<file path="src/core/cwd_pkg.sv">
// shared constants, register layout and carrier types for the clock watchdog block
package cwd_pkg;

	// reference clock
	localparam int CLK_FREQ_HZ = 200_000_000;

	// watchdog prescaler units
	localparam int SHORT_UNIT_MS = 150;
	localparam int LONG_UNIT_MS = 2500;
	localparam int SHORT_UNIT_CYCLES = (CLK_FREQ_HZ / 1000) * SHORT_UNIT_MS;
	localparam int LONG_UNIT_CYCLES = (CLK_FREQ_HZ / 1000) * LONG_UNIT_MS;

	// system reset pulse width
	localparam int RST_PULSE_US = 20;
	localparam int RST_PULSE_CYCLES = (CLK_FREQ_HZ / 1_000_000) * RST_PULSE_US;
	localparam int RST_CNT_W = 12;

	// field widths
	localparam int TO_W = 5;
	localparam int SEL_W = 5;
	localparam int N_W = 8;
	localparam int M_W = 7;

	// offset added to both N and M in the frequency equation
	localparam logic [8:0] NM_OFFSET = 9'h003;

	// control byte indices on the management bus
	localparam logic [7:0] IDX_CTRL = 8'h00;
	localparam logic [7:0] IDX_SEL = 8'h01;
	localparam logic [7:0] IDX_CPU_N = 8'h02;
	localparam logic [7:0] IDX_CPU_M = 8'h03;
	localparam logic [7:0] IDX_REC_N = 8'h04;
	localparam logic [7:0] IDX_REC_M = 8'h05;
	localparam logic [7:0] IDX_WD_VALUE = 8'h06;
	localparam logic [7:0] IDX_STATUS = 8'h07;

	// bit positions inside the control byte
	localparam int CTRL_PROG_EN = 0;
	localparam int CTRL_FS_OVERRIDE = 1;
	localparam int CTRL_WD_ARM = 2;
	localparam int CTRL_TICK_SCALE = 3;
	localparam int CTRL_RST_TO_EN = 4;
	localparam int CTRL_RST_FC_EN = 5;
	localparam int CTRL_REC_SRC = 6;
	localparam int CTRL_TO_FLAG = 7;

	// bit positions inside the status byte
	localparam int STAT_RECOVERY = 5;
	localparam int STAT_TO_FLAG = 6;
	localparam int STAT_RUNNING = 7;

	// values after reset
	localparam logic [TO_W-1:0] WD_VALUE_RST = 5'h00;
	localparam logic [SEL_W-1:0] SEL_RST = 5'h00;
	localparam logic [N_W-1:0] N_RST = 8'h00;
	localparam logic [M_W-1:0] M_RST = 7'h00;

	// serial bus; the address value is arbitrary
	localparam logic [6:0] SMB_ADDR_DEFAULT = 7'h2A;
	localparam logic [3:0] BITS_PER_BYTE = 4'h8;

	typedef struct packed {
		logic prog;
		logic [SEL_W-1:0] gear_sel;
		logic [8:0] num;
		logic [7:0] den;
	} cwd_freq_t;

	typedef struct packed {
		logic valid;
		logic [7:0] index;
		logic [7:0] data;
	} cwd_wr_t;

	typedef enum logic [3:0] {
		BUS_IDLE = 4'b0000,
		BUS_ADDR = 4'b0001,
		BUS_ACK_A = 4'b0010,
		BUS_CMD = 4'b0011,
		BUS_ACK_C = 4'b0100,
		BUS_WDATA = 4'b0101,
		BUS_ACK_W = 4'b0110,
		BUS_RDATA = 4'b0111,
		BUS_RACK = 4'b1000,
		BUS_RNEXT = 4'b1001
	} cwd_bus_state_t;

endpackage

</file>
<file path="src/core/cwd_unit_tick.sv">
// prescaler that turns the reference clock into watchdog unit ticks
`timescale 1ns/1ps
module cwd_unit_tick #(
	parameter int SHORT_CYCLES = cwd_pkg::SHORT_UNIT_CYCLES,
	parameter int LONG_CYCLES = cwd_pkg::LONG_UNIT_CYCLES
) (
	input wire logic clk_i, // reference clock
	input wire logic resetn_i, // async reset, active low
	input wire logic run_i, // count while high
	input wire logic restart_i, // restart the current unit
	input wire logic long_i, // 1 selects the long unit
	output logic tick_o // one-cycle pulse per unit
);
	import cwd_pkg::*;

	logic [31:0] cnt_reg;
	logic [31:0] limit;

	assign limit = long_i ? 32'(LONG_CYCLES - 1) : 32'(SHORT_CYCLES - 1);

	always_ff @(posedge clk_i or negedge resetn_i)
	begin
		if (!resetn_i)
		begin
			cnt_reg <= 32'h0000_0000;
			tick_o <= 1'b0;
		end
		else if (!run_i || restart_i)
		begin
			cnt_reg <= 32'h0000_0000;
			tick_o <= 1'b0;
		end
		// >= keeps a scale change mid-unit from overrunning the limit
		else if (cnt_reg >= limit)
		begin
			cnt_reg <= 32'h0000_0000;
			tick_o <= 1'b1;
		end
		else
		begin
			cnt_reg <= cnt_reg + 32'h0000_0001;
			tick_o <= 1'b0;
		end
	end

endmodule

</file>
<file path="src/core/cwd_smbus_slave.sv">
// management bus slave: byte writes and reads with auto-incrementing index
`timescale 1ns/1ps
module cwd_smbus_slave #(
	parameter logic [6:0] DEV_ADDR = cwd_pkg::SMB_ADDR_DEFAULT
) (
	input wire logic clk_i, // reference clock
	input wire logic resetn_i, // async reset, active low
	input wire logic scl_i, // bus clock level
	input wire logic sda_i, // bus data level
	input wire logic [7:0] rd_data_i, // byte at rd_index_o
	output logic [7:0] rd_index_o, // current byte index
	output cwd_pkg::cwd_wr_t wr_o, // one-cycle write request
	output logic stop_o, // one-cycle pulse on stop
	output logic sda_oe_n_o // low pulls data low
);
	import cwd_pkg::*;

	cwd_bus_state_t state_reg;
	logic scl_q;
	logic sda_q;
	logic [7:0] shift_reg;
	logic [3:0] bit_cnt_reg;
	logic [7:0] index_reg;
	logic rw_reg;
	logic start_cond;
	logic stop_cond;
	logic scl_rise;
	logic scl_fall;

	assign start_cond = scl_i && scl_q && sda_q && !sda_i;
	assign stop_cond = scl_i && scl_q && !sda_q && sda_i;
	assign scl_rise = scl_i && !scl_q;
	assign scl_fall = !scl_i && scl_q;
	assign rd_index_o = index_reg;

	always_ff @(posedge clk_i or negedge resetn_i)
	begin
		if (!resetn_i)
		begin
			scl_q <= 1'b1;
			sda_q <= 1'b1;
		end
		else
		begin
			scl_q <= scl_i;
			sda_q <= sda_i;
		end
	end

	always_ff @(posedge clk_i or negedge resetn_i)
	begin
		if (!resetn_i)
		begin
			state_reg <= BUS_IDLE;
			shift_reg <= 8'h00;
			bit_cnt_reg <= 4'h0;
			index_reg <= 8'h00;
			rw_reg <= 1'b0;
			wr_o <= '0;
			stop_o <= 1'b0;
			sda_oe_n_o <= 1'b1;
		end
		else
		begin
			wr_o.valid <= 1'b0;
			stop_o <= 1'b0;
			if (start_cond)
			begin
				state_reg <= BUS_ADDR;
				bit_cnt_reg <= 4'h0;
				sda_oe_n_o <= 1'b1;
			end
			else if (stop_cond)
			begin
				state_reg <= BUS_IDLE;
				sda_oe_n_o <= 1'b1;
				stop_o <= 1'b1;
			end
			else
			begin
				case (state_reg)
					BUS_ADDR, BUS_CMD, BUS_WDATA:
					begin
						if (scl_rise)
						begin
							shift_reg <= {shift_reg[6:0], sda_i};
							bit_cnt_reg <= bit_cnt_reg + 4'h1;
						end
						else if (scl_fall && bit_cnt_reg == BITS_PER_BYTE)
						begin
							bit_cnt_reg <= 4'h0;
							if (state_reg == BUS_ADDR)
							begin
								if (shift_reg[7:1] == DEV_ADDR)
								begin
									sda_oe_n_o <= 1'b0;
									rw_reg <= shift_reg[0];
									state_reg <= BUS_ACK_A;
								end
								else
								begin
									state_reg <= BUS_IDLE;
								end
							end
							else if (state_reg == BUS_CMD)
							begin
								sda_oe_n_o <= 1'b0;
								state_reg <= BUS_ACK_C;
							end
							else
							begin
								sda_oe_n_o <= 1'b0;
								wr_o <= {1'b1, index_reg, shift_reg};
								state_reg <= BUS_ACK_W;
							end
						end
					end
					BUS_ACK_A:
					begin
						if (scl_fall && rw_reg)
						begin
							shift_reg <= rd_data_i;
							sda_oe_n_o <= rd_data_i[7];
							state_reg <= BUS_RDATA;
						end
						else if (scl_fall)
						begin
							sda_oe_n_o <= 1'b1;
							state_reg <= BUS_CMD;
						end
					end
					BUS_ACK_C:
					begin
						if (scl_fall)
						begin
							sda_oe_n_o <= 1'b1;
							index_reg <= shift_reg;
							state_reg <= BUS_WDATA;
						end
					end
					BUS_ACK_W:
					begin
						if (scl_fall)
						begin
							sda_oe_n_o <= 1'b1;
							index_reg <= index_reg + 8'h01;
							state_reg <= BUS_WDATA;
						end
					end
					BUS_RDATA:
					begin
						if (scl_rise)
						begin
							bit_cnt_reg <= bit_cnt_reg + 4'h1;
						end
						else if (scl_fall && bit_cnt_reg == BITS_PER_BYTE)
						begin
							sda_oe_n_o <= 1'b1;
							bit_cnt_reg <= 4'h0;
							state_reg <= BUS_RACK;
						end
						else if (scl_fall)
						begin
							shift_reg <= {shift_reg[6:0], 1'b0};
							sda_oe_n_o <= shift_reg[6];
						end
					end
					BUS_RACK:
					begin
						// a not-acknowledge ends the read; the master then stops
						if (scl_rise && sda_i)
						begin
							state_reg <= BUS_IDLE;
						end
						else if (scl_rise)
						begin
							index_reg <= index_reg + 8'h01;
							state_reg <= BUS_RNEXT;
						end
					end
					BUS_RNEXT:
					begin
						if (scl_fall)
						begin
							shift_reg <= rd_data_i;
							sda_oe_n_o <= rd_data_i[7];
							state_reg <= BUS_RDATA;
						end
					end
					default:
					begin
						state_reg <= BUS_IDLE;
					end
				endcase
			end
		end
	end

endmodule

</file>
<file path="src/core/cwd_top.sv">
// clock generator control: frequency programming, watchdog and recovery
`timescale 1ns/1ps
// Behaviour
// - five-bit watchdog time-out value in units
// - tick scale bit picks 150 ms or 2.5 s
// - time-out spans 1 to 31 units
// - count reaching zero sets time-out flag
// - expiry reset pulse only when enabled
// - frequency-change reset pulse only when enabled
// - programmed output is gear times (N+3)/(M+3)
// - gear from latched straps or programmed select
// - frequency change while armed starts countdown; disarm stops, reloads, unlocks
// - recovery mode ignores frequency writes until disarm
// - flag reads status; write one clears
// - expiry switches to straps or recovery N/M
module cwd_top #(
	parameter int TICK_SHORT_CYCLES = cwd_pkg::SHORT_UNIT_CYCLES,
	parameter int TICK_LONG_CYCLES = cwd_pkg::LONG_UNIT_CYCLES,
	parameter logic [6:0] DEV_ADDR = cwd_pkg::SMB_ADDR_DEFAULT
) (
	input wire logic CLK_I, // reference clock, 200 MHz
	input wire logic RESETN_I, // power-on reset, async, active low
	input wire logic SCL_I, // management bus clock
	input wire logic SDA_I, // management bus data in
	output logic SDA_O, // management bus data out, always low
	output logic SDA_OE_N_O, // low while pulling data low
	input wire logic [cwd_pkg::SEL_W-1:0] STRAP_FREQ_PINS_I, // power-on frequency straps
	output logic RST_O, // system reset pin value, always low
	output logic RST_OE_N_O, // low while the system reset is asserted
	output cwd_pkg::cwd_freq_t FREQ_O, // active frequency setting
	output logic FREQ_LOAD_O, // pulse when FREQ_O takes a new value
	output logic RECOVERY_O, // recovery mode active
	output logic TIMEOUT_FLAG_O // watchdog time-out status
);
	import cwd_pkg::*;

	// bus side
	cwd_wr_t bus_wr;
	logic bus_stop;
	logic [7:0] bus_rd_index;
	logic [7:0] bus_rd_data;

	// software registers
	logic prog_en_reg;
	logic fs_override_reg;
	logic watchdog_arm_reg;
	logic watchdog_tick_scale_reg;
	logic reset_on_timeout_enable_reg;
	logic reset_on_freq_change_enable_reg;
	logic recovery_source_choice_reg;
	logic timeout_flag_reg;
	logic [SEL_W-1:0] sel_reg;
	logic [N_W-1:0] cpu_n_reg;
	logic [M_W-1:0] cpu_m_reg;
	logic [N_W-1:0] recovery_multiplier_reg;
	logic [M_W-1:0] recovery_divider_reg;
	logic [TO_W-1:0] watchdog_timeout_value_reg;

	// strap capture
	logic [SEL_W-1:0] strap_frequency_pins_reg;
	logic strap_taken_reg;
	logic strap_apply_reg;

	// watchdog
	logic wd_running_reg;
	logic [TO_W-1:0] wd_count_reg;
	logic recovery_reg;
	logic [TO_W-1:0] wd_load_val;
	logic unit_tick;
	logic wd_expire;
	logic wd_load;

	// frequency change and outputs
	logic freq_dirty_reg;
	logic freq_change;
	logic apply_now;
	logic apply_reg;
	logic rst_trigger;
	logic [RST_CNT_W-1:0] rst_cnt_reg;
	cwd_freq_t freq_next;

	// select, N and M bytes; control writes change the frequency through the program and override bits
	function automatic logic is_freq_index(input logic [7:0] idx);
		is_freq_index = (idx == IDX_SEL) || (idx == IDX_CPU_N) || (idx == IDX_CPU_M);
	endfunction

	cwd_smbus_slave #(
		.DEV_ADDR(DEV_ADDR)
	) u_bus (
		.clk_i(CLK_I),
		.resetn_i(RESETN_I),
		.scl_i(SCL_I),
		.sda_i(SDA_I),
		.rd_data_i(bus_rd_data),
		.rd_index_o(bus_rd_index),
		.wr_o(bus_wr),
		.stop_o(bus_stop),
		.sda_oe_n_o(SDA_OE_N_O)
	);

	cwd_unit_tick #(
		.SHORT_CYCLES(TICK_SHORT_CYCLES),
		.LONG_CYCLES(TICK_LONG_CYCLES)
	) u_tick (
		.clk_i(CLK_I),
		.resetn_i(RESETN_I),
		.run_i(wd_running_reg),
		.restart_i(wd_load),
		.long_i(watchdog_tick_scale_reg),
		.tick_o(unit_tick)
	);

	// straps are sampled on the first edge after reset release, never by the reset itself
	always_ff @(posedge CLK_I or negedge RESETN_I)
	begin
		if (!RESETN_I)
		begin
			strap_frequency_pins_reg <= SEL_RST;
			strap_taken_reg <= 1'b0;
			strap_apply_reg <= 1'b0;
		end
		else
		begin
			strap_apply_reg <= !strap_taken_reg;
			if (!strap_taken_reg)
			begin
				strap_frequency_pins_reg <= STRAP_FREQ_PINS_I;
				strap_taken_reg <= 1'b1;
			end
		end
	end

	// control and value registers
	always_ff @(posedge CLK_I or negedge RESETN_I)
	begin
		if (!RESETN_I)
		begin
			prog_en_reg <= 1'b0;
			fs_override_reg <= 1'b0;
			watchdog_arm_reg <= 1'b0;
			watchdog_tick_scale_reg <= 1'b0;
			reset_on_timeout_enable_reg <= 1'b0;
			reset_on_freq_change_enable_reg <= 1'b0;
			recovery_source_choice_reg <= 1'b0;
			sel_reg <= SEL_RST;
			cpu_n_reg <= N_RST;
			cpu_m_reg <= M_RST;
			recovery_multiplier_reg <= N_RST;
			recovery_divider_reg <= M_RST;
			watchdog_timeout_value_reg <= WD_VALUE_RST;
		end
		else if (bus_wr.valid)
		begin
			if (bus_wr.index == IDX_CTRL)
			begin
				if (!recovery_reg)
				begin
					prog_en_reg <= bus_wr.data[CTRL_PROG_EN];
					fs_override_reg <= bus_wr.data[CTRL_FS_OVERRIDE];
				end
				watchdog_arm_reg <= bus_wr.data[CTRL_WD_ARM];
				watchdog_tick_scale_reg <= bus_wr.data[CTRL_TICK_SCALE];
				reset_on_timeout_enable_reg <= bus_wr.data[CTRL_RST_TO_EN];
				reset_on_freq_change_enable_reg <= bus_wr.data[CTRL_RST_FC_EN];
				recovery_source_choice_reg <= bus_wr.data[CTRL_REC_SRC];
			end
			else if (is_freq_index(bus_wr.index) && recovery_reg)
			begin
				// locked out while recovering
			end
			else if (bus_wr.index == IDX_SEL)
			begin
				sel_reg <= bus_wr.data[SEL_W-1:0];
			end
			else if (bus_wr.index == IDX_CPU_N)
			begin
				cpu_n_reg <= bus_wr.data;
			end
			else if (bus_wr.index == IDX_CPU_M)
			begin
				cpu_m_reg <= bus_wr.data[M_W-1:0];
			end
			else if (bus_wr.index == IDX_REC_N)
			begin
				recovery_multiplier_reg <= bus_wr.data;
			end
			else if (bus_wr.index == IDX_REC_M)
			begin
				recovery_divider_reg <= bus_wr.data[M_W-1:0];
			end
			else if (bus_wr.index == IDX_WD_VALUE)
			begin
				watchdog_timeout_value_reg <= bus_wr.data[TO_W-1:0];
			end
		end
	end

	// read mux; unmapped indices and unused bits read as zero
	always_comb
	begin
		bus_rd_data = 8'h00;
		if (bus_rd_index == IDX_CTRL)
		begin
			bus_rd_data[CTRL_PROG_EN] = prog_en_reg;
			bus_rd_data[CTRL_FS_OVERRIDE] = fs_override_reg;
			bus_rd_data[CTRL_WD_ARM] = watchdog_arm_reg;
			bus_rd_data[CTRL_TICK_SCALE] = watchdog_tick_scale_reg;
			bus_rd_data[CTRL_RST_TO_EN] = reset_on_timeout_enable_reg;
			bus_rd_data[CTRL_RST_FC_EN] = reset_on_freq_change_enable_reg;
			bus_rd_data[CTRL_REC_SRC] = recovery_source_choice_reg;
			bus_rd_data[CTRL_TO_FLAG] = timeout_flag_reg;
		end
		else if (bus_rd_index == IDX_SEL)
		begin
			bus_rd_data[SEL_W-1:0] = sel_reg;
		end
		else if (bus_rd_index == IDX_CPU_N)
		begin
			bus_rd_data = cpu_n_reg;
		end
		else if (bus_rd_index == IDX_CPU_M)
		begin
			bus_rd_data[M_W-1:0] = cpu_m_reg;
		end
		else if (bus_rd_index == IDX_REC_N)
		begin
			bus_rd_data = recovery_multiplier_reg;
		end
		else if (bus_rd_index == IDX_REC_M)
		begin
			bus_rd_data[M_W-1:0] = recovery_divider_reg;
		end
		else if (bus_rd_index == IDX_WD_VALUE)
		begin
			bus_rd_data[TO_W-1:0] = watchdog_timeout_value_reg;
		end
		else if (bus_rd_index == IDX_STATUS)
		begin
			bus_rd_data[TO_W-1:0] = wd_count_reg;
			bus_rd_data[STAT_RECOVERY] = recovery_reg;
			bus_rd_data[STAT_TO_FLAG] = timeout_flag_reg;
			bus_rd_data[STAT_RUNNING] = wd_running_reg;
		end
	end

	// a word or block write updates N and M together, so the change takes effect at stop
	always_ff @(posedge CLK_I or negedge RESETN_I)
	begin
		if (!RESETN_I)
		begin
			freq_dirty_reg <= 1'b0;
		end
		else if (bus_stop)
		begin
			freq_dirty_reg <= 1'b0;
		end
		else if (bus_wr.valid && !recovery_reg)
		begin
			if (is_freq_index(bus_wr.index))
			begin
				freq_dirty_reg <= 1'b1;
			end
			else if (bus_wr.index == IDX_CTRL
				&& (bus_wr.data[CTRL_PROG_EN] != prog_en_reg
				|| bus_wr.data[CTRL_FS_OVERRIDE] != fs_override_reg))
			begin
				freq_dirty_reg <= 1'b1;
			end
		end
	end

	assign freq_change = bus_stop && freq_dirty_reg && !recovery_reg;

	// watchdog countdown
	assign wd_load_val = (watchdog_timeout_value_reg == '0) ? 5'h01 : watchdog_timeout_value_reg;
	assign wd_load = watchdog_arm_reg && !recovery_reg && freq_change;
	assign wd_expire = wd_running_reg && unit_tick && (wd_count_reg == 5'h01);

	always_ff @(posedge CLK_I or negedge RESETN_I)
	begin
		if (!RESETN_I)
		begin
			wd_running_reg <= 1'b0;
			wd_count_reg <= WD_VALUE_RST;
			recovery_reg <= 1'b0;
		end
		else if (!watchdog_arm_reg)
		begin
			wd_running_reg <= 1'b0;
			wd_count_reg <= wd_load_val;
			recovery_reg <= 1'b0;
		end
		else if (wd_expire)
		begin
			wd_running_reg <= 1'b0;
			wd_count_reg <= '0;
			recovery_reg <= 1'b1;
		end
		else if (wd_load)
		begin
			wd_running_reg <= 1'b1;
			wd_count_reg <= wd_load_val;
		end
		else if (wd_running_reg && unit_tick)
		begin
			wd_count_reg <= wd_count_reg - 5'h01;
		end
	end

	// expiry sets the flag even in the cycle software writes one to clear it
	always_ff @(posedge CLK_I or negedge RESETN_I)
	begin
		if (!RESETN_I)
		begin
			timeout_flag_reg <= 1'b0;
		end
		else if (wd_expire)
		begin
			timeout_flag_reg <= 1'b1;
		end
		else if (bus_wr.valid && bus_wr.index == IDX_CTRL && bus_wr.data[CTRL_TO_FLAG])
		begin
			timeout_flag_reg <= 1'b0;
		end
	end

	// frequency selection
	always_comb
	begin
		freq_next.gear_sel = fs_override_reg ? sel_reg : strap_frequency_pins_reg;
		freq_next.prog = prog_en_reg;
		freq_next.num = {1'b0, cpu_n_reg} + NM_OFFSET;
		freq_next.den = 8'({1'b0, cpu_m_reg} + NM_OFFSET);
		if (recovery_reg && !recovery_source_choice_reg)
		begin
			freq_next.prog = 1'b0;
			freq_next.gear_sel = strap_frequency_pins_reg;
		end
		else if (recovery_reg)
		begin
			freq_next.prog = 1'b1;
			freq_next.num = {1'b0, recovery_multiplier_reg} + NM_OFFSET;
			freq_next.den = 8'({1'b0, recovery_divider_reg} + NM_OFFSET);
		end
	end

	// applied one cycle after the cause so recovery state has already settled
	assign apply_now = strap_apply_reg || freq_change || wd_expire
		|| (recovery_reg && !watchdog_arm_reg);

	always_ff @(posedge CLK_I or negedge RESETN_I)
	begin
		if (!RESETN_I)
		begin
			apply_reg <= 1'b0;
			FREQ_O <= '0;
			FREQ_LOAD_O <= 1'b0;
		end
		else
		begin
			apply_reg <= apply_now;
			FREQ_LOAD_O <= apply_reg;
			if (apply_reg)
			begin
				FREQ_O <= freq_next;
			end
		end
	end

	// system reset pulse, open drain
	assign rst_trigger = (wd_expire && reset_on_timeout_enable_reg)
		|| (freq_change && reset_on_freq_change_enable_reg);

	always_ff @(posedge CLK_I or negedge RESETN_I)
	begin
		if (!RESETN_I)
		begin
			rst_cnt_reg <= '0;
			RST_OE_N_O <= 1'b1;
		end
		else if (rst_trigger)
		begin
			rst_cnt_reg <= RST_CNT_W'(RST_PULSE_CYCLES - 1);
			RST_OE_N_O <= 1'b0;
		end
		else if (rst_cnt_reg != '0)
		begin
			rst_cnt_reg <= rst_cnt_reg - 12'h001;
		end
		else
		begin
			RST_OE_N_O <= 1'b1;
		end
	end

	// the pins only ever pull low; constant drive values still come from flops
	always_ff @(posedge CLK_I or negedge RESETN_I)
	begin
		if (!RESETN_I)
		begin
			SDA_O <= 1'b0;
			RST_O <= 1'b0;
			RECOVERY_O <= 1'b0;
			TIMEOUT_FLAG_O <= 1'b0;
		end
		else
		begin
			SDA_O <= 1'b0;
			RST_O <= 1'b0;
			RECOVERY_O <= recovery_reg;
			TIMEOUT_FLAG_O <= timeout_flag_reg;
		end
	end

endmodule

</file>
<file path="config.mk">
export PLATFORM = sky130hd
export DESIGN_NAME = cwd_top
export DESIGN_NICKNAME = d
export VERILOG_FILES = /design/src/core/cwd_pkg.sv /design/src/core/cwd_unit_tick.sv /design/src/core/cwd_smbus_slave.sv /design/src/core/cwd_top.sv
export SDC_FILE = /design/constraint.sdc
export NUM_CORES = 1
export LEC_CHECK = 0
export BUFFER_PORTS_ARGS = -buffer_cell sky130_fd_sc_hd__buf_4
export CAP_MARGIN = 30
export CORE_MARGIN = 1
export CORE_UTILIZATION = 30
export CTS_CLUSTER_SIZE = 14
export DETAILED_ROUTE_END_ITERATION = 6
export PLACE_DENSITY_LB_ADDON = 0.3
export SLEW_MARGIN = 20
export SYNTH_ARGS = -nofsm -noshare
export SYNTH_HDL_FRONTEND = slang
export SYNTH_SLANG_ARGS = --single-unit
export TNS_END_PERCENT = 5
</file>
<file path="constraint.sdc">
create_clock -name CLK_I -period 2.9 [get_ports CLK_I]
set_clock_uncertainty 0.1 [all_clocks]
set_input_delay 0 -clock CLK_I [delete_from_list [all_inputs] [get_ports CLK_I]]
set_output_delay 0 -clock CLK_I [all_outputs]
set_load 0.01 [all_outputs]
</file>
* Word-level counts from Yosys, hierarchy flattened
Index checks and enable logic that the tools add are counted.
** Cells by class
- Reductions and logical operators :: 74
- Equal/unequal tests :: 52
- Order comparisons :: 1
- Muxes and demuxes :: 111
- Bitwise operators :: 13
- Add/sub/neg operators :: 9
** Operator list (count)
- 8-bit 2-to-1 mux :: 21
- 17-bit 2-to-1 mux :: 9
- 4-bit 2-to-1 mux :: 18
- 32-bit 2-to-1 mux :: 2
- 8-bit by 3-bit == test with 1-bit output (second input constant) :: 7
- 5-bit 2-to-1 mux :: 9
- 7-bit AND reduction :: 5
- 1-bit 2-to-1 mux :: 33
- 32-bit by 1-bit adder with 32-bit output (second input constant) :: 1
- 8-bit by 2-bit == test with 1-bit output (second input constant) :: 4
- 32-bit greater-or-equal comparator :: 1
- 8-bit one-hot mux with 4 select lines :: 1
- 29-bit 2-to-1 mux :: 1
- 1-bit logical AND :: 25
- 12-bit 2-to-1 mux :: 2
- 3-bit 2-to-1 mux :: 8
- 4-bit one-hot mux with 6 select lines :: 1
- 8-bit one-hot mux with 3 select lines :: 1
- 4-bit by 1-bit inequality test with 1-bit output (second input constant) :: 5
- 8-bit by 2-bit adder with 9-bit output (second input constant) :: 2
- 2-bit by 1-bit inequality test with 1-bit output (second input constant) :: 9
- 9-bit AND reduction :: 2
- 7-bit by 2-bit adder with 8-bit output (second input constant) :: 2
- 4-bit by 3-bit == test with 1-bit output (second input constant) :: 4
- 38 further kinds :: 87
** Word-level totals
- Input port bits :: 9
- Register bits after elaboration :: 182
- Logic and storage cells :: 305
- Output and inout bits :: 30

* Logic depth before layout (Yosys ltp)
- Depth after elaboration :: 26
- Gate-level depth with buffers :: 10
- Mapped depth without buffers :: 8

* Hierarchy
Synthesis repeated with hierarchy kept, for this count alone.
** Unflattened totals
- Cells, all modules :: 949
- Area total of the unflattened synthesis :: 10073.4 um2
** Modules (own cells, without submodules)
- cwd_top :: area each 5457.7 um2, cells an instance 482, seq. area each 2578.7 um2, instances 1
- cwd_smbus_slave :: area each 2588.7 um2, cells an instance 268, seq. area each 1154.9 um2, instances 1
- cwd_unit_tick :: area each 2026.9 um2, cells an instance 199, seq. area each 825.8 um2, instances 1

* Worst setup path after synthesis
Ideal clock, no wire load.
- Kind :: reg2reg
- Start :: register watchdog_tick_scale_reg
- End :: register u_tick.cnt_reg[10]
- Period minus slack after synthesis :: 2227 ps
- Arrival :: 2057 ps
- Library setup time :: 70 ps
- Required time :: 2730 ps
- Cell stages (with the launch flop) :: 10
- Slack :: 673 ps
- Path buffers :: 1
- Path through :: dfrtp_1 -> inv_1 -> ha_1 -> or4_4 -> a211oi_2 -> o211ai_1 -> a31oi_1 -> nand3_2 -> buf_6 -> nor2_2
** Between the ends
- Cells in the longest elaborated chain, start to end :: 4
** RTL lines
- from (decl) :: line cwd_top.sv:47 : logic watchdog_tick_scale_reg;
- from (signal assigned) :: line cwd_top.sv:162 : watchdog_tick_scale_reg <= bus_wr.data[CTRL_TICK_SCALE];
- 29-bit 2-to-1 mux :: line cwd_unit_tick.sv:19 : assign limit = long_i ? 32'(LONG_CYCLES - 1) : 32'(SHORT_CYCLES - 1);
- 32-bit greater-or-equal comparator :: line cwd_unit_tick.sv:34 : else if (cnt_reg >= limit)
- 32-bit 2-to-1 mux :: line cwd_unit_tick.sv:34
- 32-bit 2-to-1 mux :: line cwd_unit_tick.sv:28 : else if (!run_i || restart_i)
- to (signal assigned) :: line cwd_unit_tick.sv:41 : cnt_reg <= cnt_reg + 32'h0000_0001;
- to (decl) :: line cwd_unit_tick.sv:16 : logic [31:0] cnt_reg;
No other way between the ends.
A chain may end at the register's enable or synchronous reset.

* Worst setup path in the final report
- Start :: register u_bus.index_reg[0], in the netlist u_bus.rd_index_o[0]
- End :: register u_bus.shift_reg[3]
** Between the ends
- Cells in the longest elaborated chain, start to end :: 18
- Elaborated cells on any way between the ends :: 26
- Those cells by class :: eq/ne: 7; mux: 18; reduce/logical: 1
** RTL lines
- from (decl) :: line cwd_smbus_slave.sv:23 : logic [7:0] index_reg;
- from (signal assigned) :: line cwd_smbus_slave.sv:137 : index_reg <= shift_reg;
- from (signal assigned) :: line cwd_smbus_slave.sv:146 : index_reg <= index_reg + 8'h01;
- from (signal assigned) :: line cwd_smbus_slave.sv:177 : index_reg <= index_reg + 8'h01;
- 8-bit by 3-bit == test with 1-bit output :: line cwd_top.sv:237 : else if (bus_rd_index == IDX_STATUS)
- 8-bit 2-to-1 mux :: line cwd_top.sv:237
- 8-bit 2-to-1 mux :: line cwd_top.sv:233 : else if (bus_rd_index == IDX_WD_VALUE)
- 8-bit 2-to-1 mux :: line cwd_top.sv:229 : else if (bus_rd_index == IDX_REC_M)
- 8-bit 2-to-1 mux :: line cwd_top.sv:225 : else if (bus_rd_index == IDX_REC_N)
- 8-bit 2-to-1 mux :: line cwd_top.sv:221 : else if (bus_rd_index == IDX_CPU_M)
- 8-bit 2-to-1 mux :: line cwd_top.sv:217 : else if (bus_rd_index == IDX_CPU_N)
- 8-bit 2-to-1 mux :: line cwd_top.sv:213 : else if (bus_rd_index == IDX_SEL)
- (+2 left out)
- 7-bit 2-to-1 mux :: line cwd_top.sv:229
- 8-bit 2-to-1 mux :: line cwd_top.sv:225
- 7-bit 2-to-1 mux :: line cwd_top.sv:221
- 8-bit 2-to-1 mux :: line cwd_top.sv:217
- 5-bit 2-to-1 mux :: line cwd_top.sv:213
- 8-bit 2-to-1 mux (*) :: line cwd_top.sv:202 : if (bus_rd_index == IDX_CTRL)
- 8-bit 2-to-1 mux, on equally long branches :: line cwd_smbus_slave.sv:183, cwd_smbus_slave.sv:120
- 8-bit one-hot mux with 4 select lines (*) :: line cwd_smbus_slave.sv:81 : case (state_reg)
- to (signal assigned) :: line cwd_smbus_slave.sv:86 : shift_reg <= {shift_reg[6:0], sda_i};
- to (signal assigned) :: line cwd_smbus_slave.sv:122 : shift_reg <= rd_data_i;
- to (signal assigned) :: line cwd_smbus_slave.sv:185 : shift_reg <= rd_data_i;
- to (decl) :: line cwd_smbus_slave.sv:21 : logic [7:0] shift_reg;
Mark *: on every way between the ends. The rest lies on a longest branch, timed or not. The select of a mux whose other input is x is not followed.

==> impl_metrics.csv <==
group,metric,value,unit
run_status,outcome,"finished, violations left",
run_status,violations,"DRC",
sta,finalMaxSlewViolations,0,
yosys,synth_top_area_share,45.0,%
sta,hold_viol,0,
yosys,synth_top_family_by_area,"simple AND/OR/NAND/NOR gates",
yosys,synth-compound-area-share,13.7,%
power,peakVddDrop,0.732,mV
clock_tree,cts_tree,"built",
critical_path,slowest_delay,0.43,ns
final_layout,drive_above_1_share,19.1,%
yosys,synth_xor_area_share,5.05,%
yosys,yosys.area_share.simple,19.5,%
clock_tree,clkTransAtPathRegs,0.08,ns
critical_path,path_cells,"inv_1 -> ha_1 -> buf_4 -> nor2b_1 -> a221o_1 -> a221oi_1 -> o21ai_1 -> mux2_2",
final_layout,largest_register_ffs,32,
power,p_int,5.66,mW
power,p_leak,5.02,nW
final_layout,syn_to_final_growth,15.6,%
sta,setup_viol,0,
floorplan,start_util,30.5,%
routing,wl_per_cell,16.4,um
critical_path,rr_worst_depth,8,
routing,drc_errors,1,
global_route,grt_overflow,0,
sta,slew_headroom,47.2,%
critical_path,crit_fanout,16,
yosys,synth_top_flop_cell,"dfrtp_1",
clock_tree,cts_htree_levels,4,
yosys,async_reset_ff_share,100,%
placement,dp_slack,0.435,ns
global_route,grt_pass1_wl,40700,um
placement,portBuffers,36,
yosys,yosysSeqAreaShare,46.1,%
critical_path,worstPathArrival,2.77,ns
global_route,antenna_found_initial,0,
yosys,muxShareOfSynthArea,8.49,%
floorplan,ios,39,
global_route,grt_pass1_vias,7333,
sta,finalSetupTns,0,ns
routing,drt-pass1-iter-count,6,
clock_tree,cts_setup_buffers,0,
critical_path,path_buf_inv,2,
power,finalPower,9.37,mW
clock_tree,clock_path_buffers,2,
yosys,ys_seq_elements,182,
floorplan,core_area,32500,um^2
clock_tree,clk_latency,0.44,ns
job,max_cap_viol_count,0,
yosys,ys_warn_count,0,
floorplan,die_w,184,um
power,powerDensity,819,nW/um^2
critical_path,crit_path_start_kind,"register",
placement,place.gp.congestion,0.888,
routing,drt-total-wl,24900,um
floorplan,dieArea,33700,um^2
clock_tree,clock-sinks,182,
power,seqPwrFrac,36.4,%
yosys,post-synth-top-count-cell,"dfrtp_1",
yosys,yosysTopAreaCell,"dfrtp_1",
floorplan,die_h,184,um
critical_path,r2r_slack,0.35,ns
final_layout,finalNonFillerCells,1521,
routing,drt_iter0_markers,488,
global_route,grt_max_degree,88,
routing,vias,7547,
yosys,netlist_instances,1017,
placement,place_hpwl,18000,um
final_layout,nets,1099,
yosys,ys_types,80,
worst_hold_path,worstHoldPathType,"in -> async",
critical_path,r2r-start,"u_bus.rd_index_o[0]",
sta,rsz0062_at_grt,"no",
critical_path,worstSetupEndpointType,"register",
sta,layout_setup_ws,0.345,ns
yosys,synth_common_cells,"dfrtp_1 (178), nand2_1 (119), mux2_2 (56), nor2_1 (55), a21oi_1 (54)",
yosys,synth.area.top_cells,"dfrtp_1 (45%), mux2_2 (6.4%), nand2_1 (4.5%)",
final_layout,antenna_cells,0,
power,p_clk_share,25.3,%
sta,worst_pin_slew,0.793,ns
sta,period_needed,2.55,ns
power,switching_power,3.71,mW
power,swShare,39.6,%
yosys,avgSynthCellArea,9.73,um^2
critical_path,cp_top_family,"compound AO/OA/AOI/OAI gates",
final_layout,fin_util,35.2,%
yosys,synth_edf_count,0,
critical_path,cp.depth,8,
critical_path,cp.required,3.11,ns
routing,via_per_inst,4.96,
power,combinationalPowerShare,38.3,%
critical_path,crit_type,"reg -> reg",
clock_tree,cts_root_buf,"clkbuf_16",
critical_path,cp-startpoint,"u_bus.rd_index_o[0]",
routing,ant_nets,0,
clock_tree,cts_made_buffers,17,
placement,dpl.cell_count,1481,
yosys,synthAdderAreaFrac,3.04,%
yosys,syn_area,9890,um^2
global_route,grt_util_all_layers,15.3,%
sta,period_share,88.1,%
sta,max_freq,0.391,GHz
critical_path,cpMaxStageDelayCell,"a221oi_1",
floorplan,num_rows,66,
## cells in the final DEF, fill, tap and decap left out, types with 18 or more instances in the layout
cell type / instances
a21oi_1: 54
buf_4: 64
dfrtp_1: 178
ha_1: 24
inv_1: 48
mux2_2: 56
nand2_1: 119
nand3_1: 36
nor2_1: 55
nor2_2: 29
nor3_1: 18
o21ai_0: 49
o21ai_1: 21
xnor2_1: 30
xor2_1: 27
## worst paths after layout
kind / end
setup / recovery: u_bus.shift_reg[3]
hold / removal: FREQ_O[19]
setup reg to reg: u_bus.shift_reg[3]
hold reg to reg: RST_OE_N_O
max in group asynchronous: u_bus.sda_oe_n_o
min in group CLK_I: u_bus.scl_q
## power groups by stage
stage / sequential, mW / combinational (mW) / clock (mW)
after detailed placement: 3.46 / 3.55 / 0
after floorplan: 3.21 / 3.06 / 0
after CTS: 3.41 / 3.56 / 2.45
final: 3.41 / 3.58 / 2.37
after global routing: 3.46 / 3.94 / 2.52
after global placement: 3.45 / 3.49 / 0
## routing by layer
metal	up-vias	GRT usage, %	wire length, um
met1	3705	21.2	12100
met5	-	0	0
met3	25	2.40	755
met2	126	24.3	11600
li1	3691	-	-
met4	0	5.23	493
## layout make-up
class | count | area, um^2
clock buffer | 19 | 453
clock inverter | 13 | 150
fill | 3285 | 21000
inverter | 48 | 180
multi-input combinational | 743 | 4940
sequential | 182 | 4560
tap | 442 | 553
timing repair buffer | 74 | 594
## cells by family after synthesis
logic type	Yosys count
and+or+nand+nor	369
muxes	76
other	2
AOI/OAI and AO/OA	212
xor gates and xnor gates	57
buffers and inverters	95
adders and majority gates	24
DFF	182
## stage by stage
step / hold WS, ns / cell area (um^2)
after floorplan: -0.396 / 9900
after global placement: 0.00600 / 10800
after detailed placement: 0.00248 / 10800
after CTS: 0.102 / 11400
after global routing: 0.122 / 11400
final: 0.0768 / 11400
## timing repair
item,CTS,global route
gates resized for setup,0,0
hold endpoints to repair,99,0
hold buffers,8,0
(Power assumes the default switching activity.)
